$ cat config.mk
export PLATFORM = sky130hd
export DESIGN_NAME = mode_reg_device_flat
export DESIGN_NICKNAME = d
export VERILOG_FILES = /design/src/design/mode_reg_pkg.sv /design/src/design/mode_link_if.sv /design/src/design/mode_reg_device.sv /design/src/flat_wrapper.sv
export SDC_FILE = /design/constraint.sdc
export NUM_CORES = 1
export LEC_CHECK = 0
export ABC_AREA = 1
export BUFFER_PORTS_ARGS = -buffer_cell sky130_fd_sc_hd__buf_4
export CAP_MARGIN = 20
export CORE_UTILIZATION = 54
export CTS_CLUSTER_DIAMETER = 100
export DETAILED_ROUTE_END_ITERATION = 12
export PLACE_DENSITY_LB_ADDON = 0.15
export SLEW_MARGIN = 20
export SYNTH_ARGS = -nofsm -noshare
export SYNTH_HDL_FRONTEND = slang
export SYNTH_SLANG_ARGS = --single-unit
$ cat constraint.sdc
create_clock -name pclk -period 1.95 [get_ports pclk]
set_input_delay 0.4875 -clock pclk [delete_from_list [all_inputs] [get_ports pclk]]
set_output_delay 0.4875 -clock pclk [all_outputs]
set_load 0.01 [all_outputs]
$ cat src/design/mode_reg_pkg.sv
// Constants, types and decode functions shared by both link ends.
// Assumes a single pclk domain at 25 MHz.
// How it works
// - Sixteen-beat sequential bursts count up modulo sixteen
// - Controller refuses unsupported order and length pairs
// - Column bit zero is always taken as zero
// - Start offset from low two, three or four bits
// - No-wrap four-beat bursts never cross page edges
// - Controller refuses the prohibited no-wrap start columns
// - Latency register decodes read and write latency
// - Drive register holds the drive strength code
// - Temperature register reports the refresh rate code
// - Codes five and six mean quarter interval
// - Codes zero and seven flag temperature limits
// - Update flag sets when refresh code changes
// - Reading temperature register clears the update flag
// - Update flag is zero after reset
// - Refresh code bit two means above 85C
// - Controller reports derating and the 1.875ns margin, rounded up to one cycle, in its status
// - Maker code register returns an eight-bit code
// - Burst feature register selects length and order
package mode_reg_pkg;
    localparam logic [7:0] MR_BURST = 8'h01;
    localparam logic [7:0] MR_LAT = 8'h02;
    localparam logic [7:0] MR_DRV = 8'h03;
    localparam logic [7:0] MR_TEMP = 8'h04;
    localparam logic [7:0] MR_MAKER = 8'h05;
    localparam int UPDATE_FLAG_BIT = 7;
    localparam int ORDER_BIT = 3;
    localparam int WRAP_BIT = 4;
    localparam int COL_W = 11;
    localparam logic [2:0] BEATS_4 = 3'h2;
    localparam logic [2:0] BEATS_8 = 3'h3;
    localparam logic [2:0] BEATS_16 = 3'h4;
    localparam logic [7:0] BURST_RESET = 8'h02;
    localparam logic [3:0] LAT_RESET = 4'h1;
    localparam logic [3:0] DRV_RESET = 4'h2;
    localparam logic [2:0] REFRESH_RESET = 3'h3;
    localparam logic [2:0] RATE_LOW_LIMIT = 3'h0;
    localparam logic [2:0] RATE_DERATE = 3'h6;
    localparam logic [2:0] RATE_HIGH_LIMIT = 3'h7;
    localparam logic [11:0] CMD_OFF = 12'h000;
    localparam logic [11:0] STAT_OFF = 12'h004;
    localparam logic [11:0] BURST_OFF = 12'h008;
    localparam logic [11:0] IRQ_STAT_OFF = 12'h00c;
    localparam logic [11:0] IRQ_MASK_OFF = 12'h010;
    localparam int IRQ_READ = 0;
    localparam int IRQ_BURST = 1;
    localparam int IRQ_REFUSED = 2;
    localparam int IRQ_TEMP = 3;
    localparam int DERATE_PS = 1875;
    localparam int CLK_PERIOD_PS = 40000;
    localparam logic [3:0] DERATE_CYCLES = 4'((DERATE_PS + CLK_PERIOD_PS - 1) / CLK_PERIOD_PS);

    typedef enum logic [1:0] {IDLE = 2'h0, WAIT_READ = 2'h1, WAIT_BURST = 2'h2} ctrl_state_t;

    function automatic logic lat_legal(input logic [3:0] c);
        lat_legal = (c >= 4'h1) && (c <= 4'h6);
    endfunction : lat_legal

    function automatic logic drv_legal(input logic [3:0] c);
        drv_legal = (c != 4'h0) && (c != 4'h5) && (c <= 4'h7);
    endfunction : drv_legal

    function automatic logic [COL_W-1:0] burst_mask(input logic [2:0] bl);
        case (bl)
            BEATS_8: burst_mask = 11'h007;
            BEATS_16: burst_mask = 11'h00f;
            default: burst_mask = 11'h003;
        endcase
    endfunction : burst_mask
endpackage : mode_reg_pkg

$ cat src/design/mode_link_if.sv
// Command/address link between the memory controller and the device.
// Assumes both ends run on pclk.
`timescale 1ns/10ps
`default_nettype none
interface mode_link_if;
    logic cmd_valid;
    logic cmd_write;
    logic [7:0] mode_register_index;
    logic [7:0] mode_register_payload;
    logic rd_valid;
    logic [7:0] rd_data;
    logic burst_req;
    logic [10:1] burst_col;
    logic beat_valid;
    logic beat_last;
    logic [10:0] beat_col;
    modport host (output cmd_valid, cmd_write, mode_register_index, mode_register_payload, burst_req, burst_col,
                  input rd_valid, rd_data, beat_valid, beat_last, beat_col);
    modport dev (input cmd_valid, cmd_write, mode_register_index, mode_register_payload, burst_req, burst_col,
                 output rd_valid, rd_data, beat_valid, beat_last, beat_col);
endinterface : mode_link_if
`default_nettype wire

$ cat src/design/mode_reg_device.sv
// Device end: mode registers, temperature status and burst column sequencer.
// Assumes the controller keeps to legal bursts and commands.
//
// Decided for this implementation: register access over APB.
`timescale 1ns/10ps
`default_nettype none
module mode_reg_device
    import mode_reg_pkg::*;
#(
    parameter logic [7:0] MAKER_ID = 8'h5a // Arbitrary value
)
(
    input wire logic pclk,
    input wire logic presetn,
    mode_link_if.dev link,
    input wire logic [2:0] sensor_rate_code,
    output logic [3:0] read_latency,
    output logic [3:0] write_latency,
    output logic [3:0] output_drive_strength,
    output logic derate_timing,
    output logic above_85c,
    output logic temp_limit_fault
);
    logic [7:0] burst_cfg_r;
    logic [3:0] lat_r;
    logic [3:0] drv_r;
    logic [2:0] rate_s1_r;
    logic [2:0] rate_s2_r;
    logic [2:0] rate_q_r;
    logic temperature_update_flag_r;
    logic rd_valid_r;
    logic [7:0] rd_data_r;
    logic active_r;
    logic [3:0] idx_r;
    logic [COL_W-1:0] start_r;
    logic [COL_W-1:0] mask_r;
    logic order_r;
    logic wrap_r;
    logic beat_valid_r;
    logic beat_last_r;
    logic [COL_W-1:0] beat_col_r;
    logic mrw;
    logic mrr;
    logic rate_changed;
    logic [COL_W-1:0] beat_nxt;
    logic [COL_W-1:0] step;

    assign mrw = link.cmd_valid && link.cmd_write;
    assign mrr = link.cmd_valid && !link.cmd_write;

    // Mode register writes
    always_ff @(posedge pclk or negedge presetn)
    begin
        if (!presetn)
        begin
            burst_cfg_r <= BURST_RESET;
            lat_r <= LAT_RESET;
            drv_r <= DRV_RESET;
        end
        else if (mrw)
        begin
            if (link.mode_register_index == MR_BURST)
            begin
                burst_cfg_r <= link.mode_register_payload;
            end
            if (link.mode_register_index == MR_LAT && lat_legal(link.mode_register_payload[3:0]))
            begin
                lat_r <= link.mode_register_payload[3:0];
            end
            if (link.mode_register_index == MR_DRV && drv_legal(link.mode_register_payload[3:0]))
            begin
                drv_r <= link.mode_register_payload[3:0];
            end
        end
    end

    // Sensor code synchroniser
    always_ff @(posedge pclk or negedge presetn)
    begin
        if (!presetn)
        begin
            rate_s1_r <= REFRESH_RESET;
            rate_s2_r <= REFRESH_RESET;
            rate_q_r <= REFRESH_RESET;
        end
        else
        begin
            rate_s1_r <= sensor_rate_code;
            rate_s2_r <= rate_s1_r;
            rate_q_r <= rate_s2_r;
        end
    end

    assign rate_changed = rate_s2_r != rate_q_r;

    // Update flag; a change in the read cycle keeps it set
    always_ff @(posedge pclk or negedge presetn)
    begin
        if (!presetn)
        begin
            temperature_update_flag_r <= 1'b0;
        end
        else if (rate_changed)
        begin
            temperature_update_flag_r <= 1'b1;
        end
        else if (mrr && link.mode_register_index == MR_TEMP)
        begin
            temperature_update_flag_r <= 1'b0;
        end
    end

    // Mode register reads
    always_ff @(posedge pclk or negedge presetn)
    begin
        if (!presetn)
        begin
            rd_valid_r <= 1'b0;
            rd_data_r <= 8'h00;
        end
        else
        begin
            rd_valid_r <= mrr;
            if (mrr)
            begin
                case (link.mode_register_index)
                    MR_LAT: rd_data_r <= {4'h0, lat_r};
                    MR_DRV: rd_data_r <= {4'h0, drv_r};
                    MR_TEMP: rd_data_r <= {temperature_update_flag_r, 4'h0, rate_q_r};
                    MR_MAKER: rd_data_r <= MAKER_ID;
                    default: rd_data_r <= 8'h00;
                endcase
            end
        end
    end

    // Settings and temperature outputs
    always_ff @(posedge pclk or negedge presetn)
    begin
        if (!presetn)
        begin
            read_latency <= 4'h0;
            write_latency <= 4'h0;
            output_drive_strength <= 4'h0;
            derate_timing <= 1'b0;
            above_85c <= 1'b0;
            temp_limit_fault <= 1'b0;
        end
        else
        begin
            read_latency <= lat_r + 4'h2;
            case (lat_r)
                4'h1: write_latency <= 4'h1;
                4'h2, 4'h3: write_latency <= 4'h2;
                4'h4: write_latency <= 4'h3;
                default: write_latency <= 4'h4;
            endcase
            output_drive_strength <= drv_r;
            derate_timing <= rate_q_r == RATE_DERATE;
            above_85c <= rate_q_r[2];
            temp_limit_fault <= rate_q_r == RATE_LOW_LIMIT || rate_q_r == RATE_HIGH_LIMIT;
        end
    end

    // Beat column: wrap inside the burst window, or walk on for no-wrap
    assign step = start_r + {7'h00, idx_r};
    always_comb
    begin
        if (wrap_r)
        begin
            beat_nxt = start_r + {7'h00, idx_r};
        end
        else if (order_r)
        begin
            beat_nxt = (start_r & ~mask_r) | ((start_r ^ {7'h00, idx_r}) & mask_r);
        end
        else
        begin
            beat_nxt = (start_r & ~mask_r) | (step & mask_r);
        end
    end

    // Burst sequencer
    always_ff @(posedge pclk or negedge presetn)
    begin
        if (!presetn)
        begin
            active_r <= 1'b0;
            idx_r <= 4'h0;
            start_r <= '0;
            mask_r <= '0;
            order_r <= 1'b0;
            wrap_r <= 1'b0;
            beat_valid_r <= 1'b0;
            beat_last_r <= 1'b0;
            beat_col_r <= '0;
        end
        else
        begin
            beat_valid_r <= active_r;
            beat_last_r <= active_r && idx_r == mask_r[3:0];
            if (active_r)
            begin
                beat_col_r <= beat_nxt;
                idx_r <= idx_r + 4'h1;
                if (idx_r == mask_r[3:0])
                begin
                    active_r <= 1'b0;
                end
            end
            else if (link.burst_req)
            begin
                active_r <= 1'b1;
                idx_r <= 4'h0;
                start_r <= {link.burst_col, 1'b0};
                mask_r <= burst_mask(burst_cfg_r[2:0]);
                order_r <= burst_cfg_r[ORDER_BIT];
                wrap_r <= burst_cfg_r[WRAP_BIT];
            end
        end
    end

    assign link.rd_valid = rd_valid_r;
    assign link.rd_data = rd_data_r;
    assign link.beat_valid = beat_valid_r;
    assign link.beat_last = beat_last_r;
    assign link.beat_col = beat_col_r;
endmodule : mode_reg_device
`default_nettype wire

$ cat src/flat_wrapper.sv
// flat-port wrapper written by rule: the top's interface ports become plain ports
module mode_reg_device_flat import mode_reg_pkg::*;
#(
    parameter logic [7:0] MAKER_ID = 8'h5a                   
)
  (pclk, presetn, sensor_rate_code, read_latency, write_latency, output_drive_strength, derate_timing, above_85c, temp_limit_fault, link_cmd_valid, link_cmd_write, link_mode_register_index, link_mode_register_payload, link_burst_req, link_burst_col, link_rd_valid, link_rd_data, link_beat_valid, link_beat_last, link_beat_col);
  mode_link_if link_i ();
  input wire logic pclk;
  input wire logic presetn;
  input wire logic [2:0] sensor_rate_code;
  output logic [3:0] read_latency;
  output logic [3:0] write_latency;
  output logic [3:0] output_drive_strength;
  output logic derate_timing;
  output logic above_85c;
  output logic temp_limit_fault;
  input wire logic [$bits(link_i.cmd_valid)-1:0] link_cmd_valid;
  input wire logic [$bits(link_i.cmd_write)-1:0] link_cmd_write;
  input wire logic [$bits(link_i.mode_register_index)-1:0] link_mode_register_index;
  input wire logic [$bits(link_i.mode_register_payload)-1:0] link_mode_register_payload;
  input wire logic [$bits(link_i.burst_req)-1:0] link_burst_req;
  input wire logic [$bits(link_i.burst_col)-1:0] link_burst_col;
  output wire logic [$bits(link_i.rd_valid)-1:0] link_rd_valid;
  output wire logic [$bits(link_i.rd_data)-1:0] link_rd_data;
  output wire logic [$bits(link_i.beat_valid)-1:0] link_beat_valid;
  output wire logic [$bits(link_i.beat_last)-1:0] link_beat_last;
  output wire logic [$bits(link_i.beat_col)-1:0] link_beat_col;
  assign link_i.cmd_valid = link_cmd_valid;
  assign link_i.cmd_write = link_cmd_write;
  assign link_i.mode_register_index = link_mode_register_index;
  assign link_i.mode_register_payload = link_mode_register_payload;
  assign link_i.burst_req = link_burst_req;
  assign link_i.burst_col = link_burst_col;
  assign link_rd_valid = link_i.rd_valid;
  assign link_rd_data = link_i.rd_data;
  assign link_beat_valid = link_i.beat_valid;
  assign link_beat_last = link_i.beat_last;
  assign link_beat_col = link_i.beat_col;
  mode_reg_device #(.MAKER_ID(MAKER_ID)) u_core (.pclk(pclk), .presetn(presetn), .link(link_i), .sensor_rate_code(sensor_rate_code), .read_latency(read_latency), .write_latency(write_latency), .output_drive_strength(output_drive_strength), .derate_timing(derate_timing), .above_85c(above_85c), .temp_limit_fault(temp_limit_fault));
endmodule
==> summary.txt <==
TritonRoute pass-1 iters: 4
final WL: 6.50 mm
Tmin final: 1720 ps
clk sinks: 77
vias in the first global route: 2,544
Synth Area in Simple Gates: 24.5%
final setup TNS: 0 ps
vias post-DR: 2,711
Async SR Flop Fraction: 100%
FMAX: 581 MHz
area delta synth->final: 22.9%
GRT busiest layer: met2
CP max FO: 6
root buffer cell: clkbuf_8
Longest Clk Path Bufs: 2
initial antenna violation count: 0
Critical Path Start Type: flip-flop
Worst Reg-to-Reg Cells: 6
Setup Viol. Count Final: 0
Pleak: 0.00216 uW
Crit path required time: 2190 ps
met2 Resource Use GR: 38.7%
hold crit path type: input port to async pin
yosys warns: 0
top post-synthesis cells by count: nand2_1 (93), dfrtp_1 (68), nand3_1 (37)
gpl congestion: 0.837
# Post-CTS Setup Buffers: 0
CTS resizes: 0
R2R Setup Slk: 230 ps
post-synthesis sequential area ratio: 56.8%
Syn Inst Count: 372
unrepaired setup endpoints after global routing: false
# hold bufs at CTS: 0
met3 usage: 4.44%
share of layout cells above drive strength 1: 25.6%
WP data arrival: 1960 ps
Yosys cell types: 40
I/O Pins: 71
area share of the largest cell type after synthesis: 49.9%
fin util: 69.6%
Post-Synth Adder-Cell Area: 2.79%
TritonCTS clock tree: done
worst r2r dst: u_core.link.beat_col[3]
Rel. slew slack: 66.4%
Congestion Overflow GR: 0
synthesized area: 0.00341 sq mm
cts bufs inserted: 9
start of the worst register-to-register path: u_core.idx_r[1]
DRT iter0 DRCs: 163
Post-Route Skew: 9.78 ps
Post-synth EDFFs: 0
row count: 28
number of I/O port buffers: 65
Die Ht: 81.5 um
GRT Util Overall: 22.4%
period utilisation layout: 88.2%
met1 Usage GRT: 26.2%
worst slew pin tran: 502 ps
Compound-Gate Fraction of Synth Area: 6.78%
hpwl dp: 4.77 mm
post-synthesis xor/xnor area fraction: 1.54%
outcome: completed
Yosys reg bits: 77
remaining antenna violation count: 0
drt wl/cell: 12.4 um
max-slew violations: 0
first-pass GRT wire length: 11.1 mm
syn_area_per_cell: 9.18 sq um
mux share of post-synthesis cell area: 1.65%
most frequent cell after synthesis: nand2_1
H-tree Lvls: 3
pin count of the biggest net entering global routing: 42
later-pin clock latency in the skew report: 350 ps
most area-consuming cells after synthesis: dfrtp_1 (50%), nand2_1 (10%), dfstp_2 (6.9%), nand3_1 (5.4%), inv_1 (3.7%)
CP Class: flip-flop to flip-flop
clock-pin slew of the registers on the worst-case setup and hold paths: 80 ps
main combinational cell family by area after synthesis: simple AND/OR/NAND/NOR gates
leading area contributor after synthesis: dfrtp_1
antenna fix cells: 0
ys flop type: dfrtp_1
MaxCap Viol Count: 0
Avg Vias per Cell: 5.17
DRC Markers: 0
pwr/cell area: 1200 mW/mm^2
layout net count: 485
Peak VDD IR: 775 uV
die width: 81.5 um
DIE AREA: 0.00664 sq mm
core area: 0.00603 sq mm
crit path capture type: flip-flop
Starting Density: 56.6%
Hold Violations, Final: 0
-- sequential cells by signal, summed over array words and instances, names as in the netlist, 4 cells and up --
register / cells
u_core.output_drive_strength: 4
u_core.read_latency: 4
u_core.idx_r: 4
u_core.drv_r: 4
u_core.link.rd_data: 6
u_core.lat_r: 4
u_core.link.beat_col: 11
u_core.start_r: 10
u_core.burst_cfg_r: 5
-- per-stage QoR --
stage	cells	worst slack, ps	hold slack, ps	area (sq um)	total power (uW)
2_1_floorplan	373	390	192	3420	3300
3_3_place_gp	508	274	331	3990	3780
3_5_place_dp	508	256	338	3990	3850
4_1_cts	524	233	111	4190	5060
5_1_grt	524	104	137	4190	5400
6_report	524	230	99.8	4190	5020
-- metal layers --
layer	routed length (um)	vias to the layer above
li1	-	1351
met1	2900	1275
met2	3160	70
met3	274	15
met4	164	0
met5	0	-
-- cells by family after synthesis --
kind of cell,Yosys count
flops,77
xor+xnor,6
compound gates,41
simple gates,187
fa+ha+maj,7
mux,5
buf+inv,48
other cells,1
-- how the worst max path moves through the flow --
stage                     from                      end  slack, ps  cells after the start
5_1_grt        u_core.idx_r[1]  u_core.link.beat_col[9]        100                      8
2_1_floorplan  u_core.idx_r[1]  u_core.link.beat_col[3]        390                      6
4_1_cts        u_core.idx_r[1]  u_core.link.beat_col[3]        230                      6
3_3_place_gp   u_core.idx_r[1]  u_core.link.beat_col[9]        270                      8
6_report       u_core.idx_r[1]  u_core.link.beat_col[3]        230                      6
3_5_place_dp   u_core.idx_r[1]  u_core.link.beat_col[3]        260                      6
-- worst max-delay path, stage by stage (launching register included) --
cell and delay (ps):
dfrtp_1 450, ha_1 240, fa_1 410, xor2_1 170, o21ai_0 150, a21o_1 140
nand2_1 50
-- where the power goes --
group | total [uW] | switching (uW) | leakage (uW) | internal (uW)
clock network | 1200 | 570 | 0.0000959 | 629
registers | 2240 | 297 | 0.000921 | 1950
logic | 1580 | 875 | 0.00115 | 701
-- cells in the final DEF, fill, tap and decap left out, types with 2 or more instances in the layout --
master,n
ha_1,6
nand2_1,93
clkinvlp_4,2
o211ai_1,2
nand4_1,7
a21oi_1,18
conb_1,2
nor2_1,33
mux2_2,5
dfrtp_1,68
nor2_2,4
o21ai_0,12
clkbuf_8,10
xnor2_1,3
buf_4,70
nand3_1,37
a22oi_1,2
inv_1,34
xor2_1,3
inv_2,3
dfstp_2,9
nand2_2,2
nor3_1,2
-- area by class of cell --
cell class                 count  area, sq um
sequential                    77         1940
inverter                      37          139
multi-input combinational    248         1280
clock buffer                  11          141
tap                           75         93.8
clock inverter                 5         58.8
fill                         505         1830
timing repair buffer          71          546
Note: power is estimated with default switching activity, not from simulation.
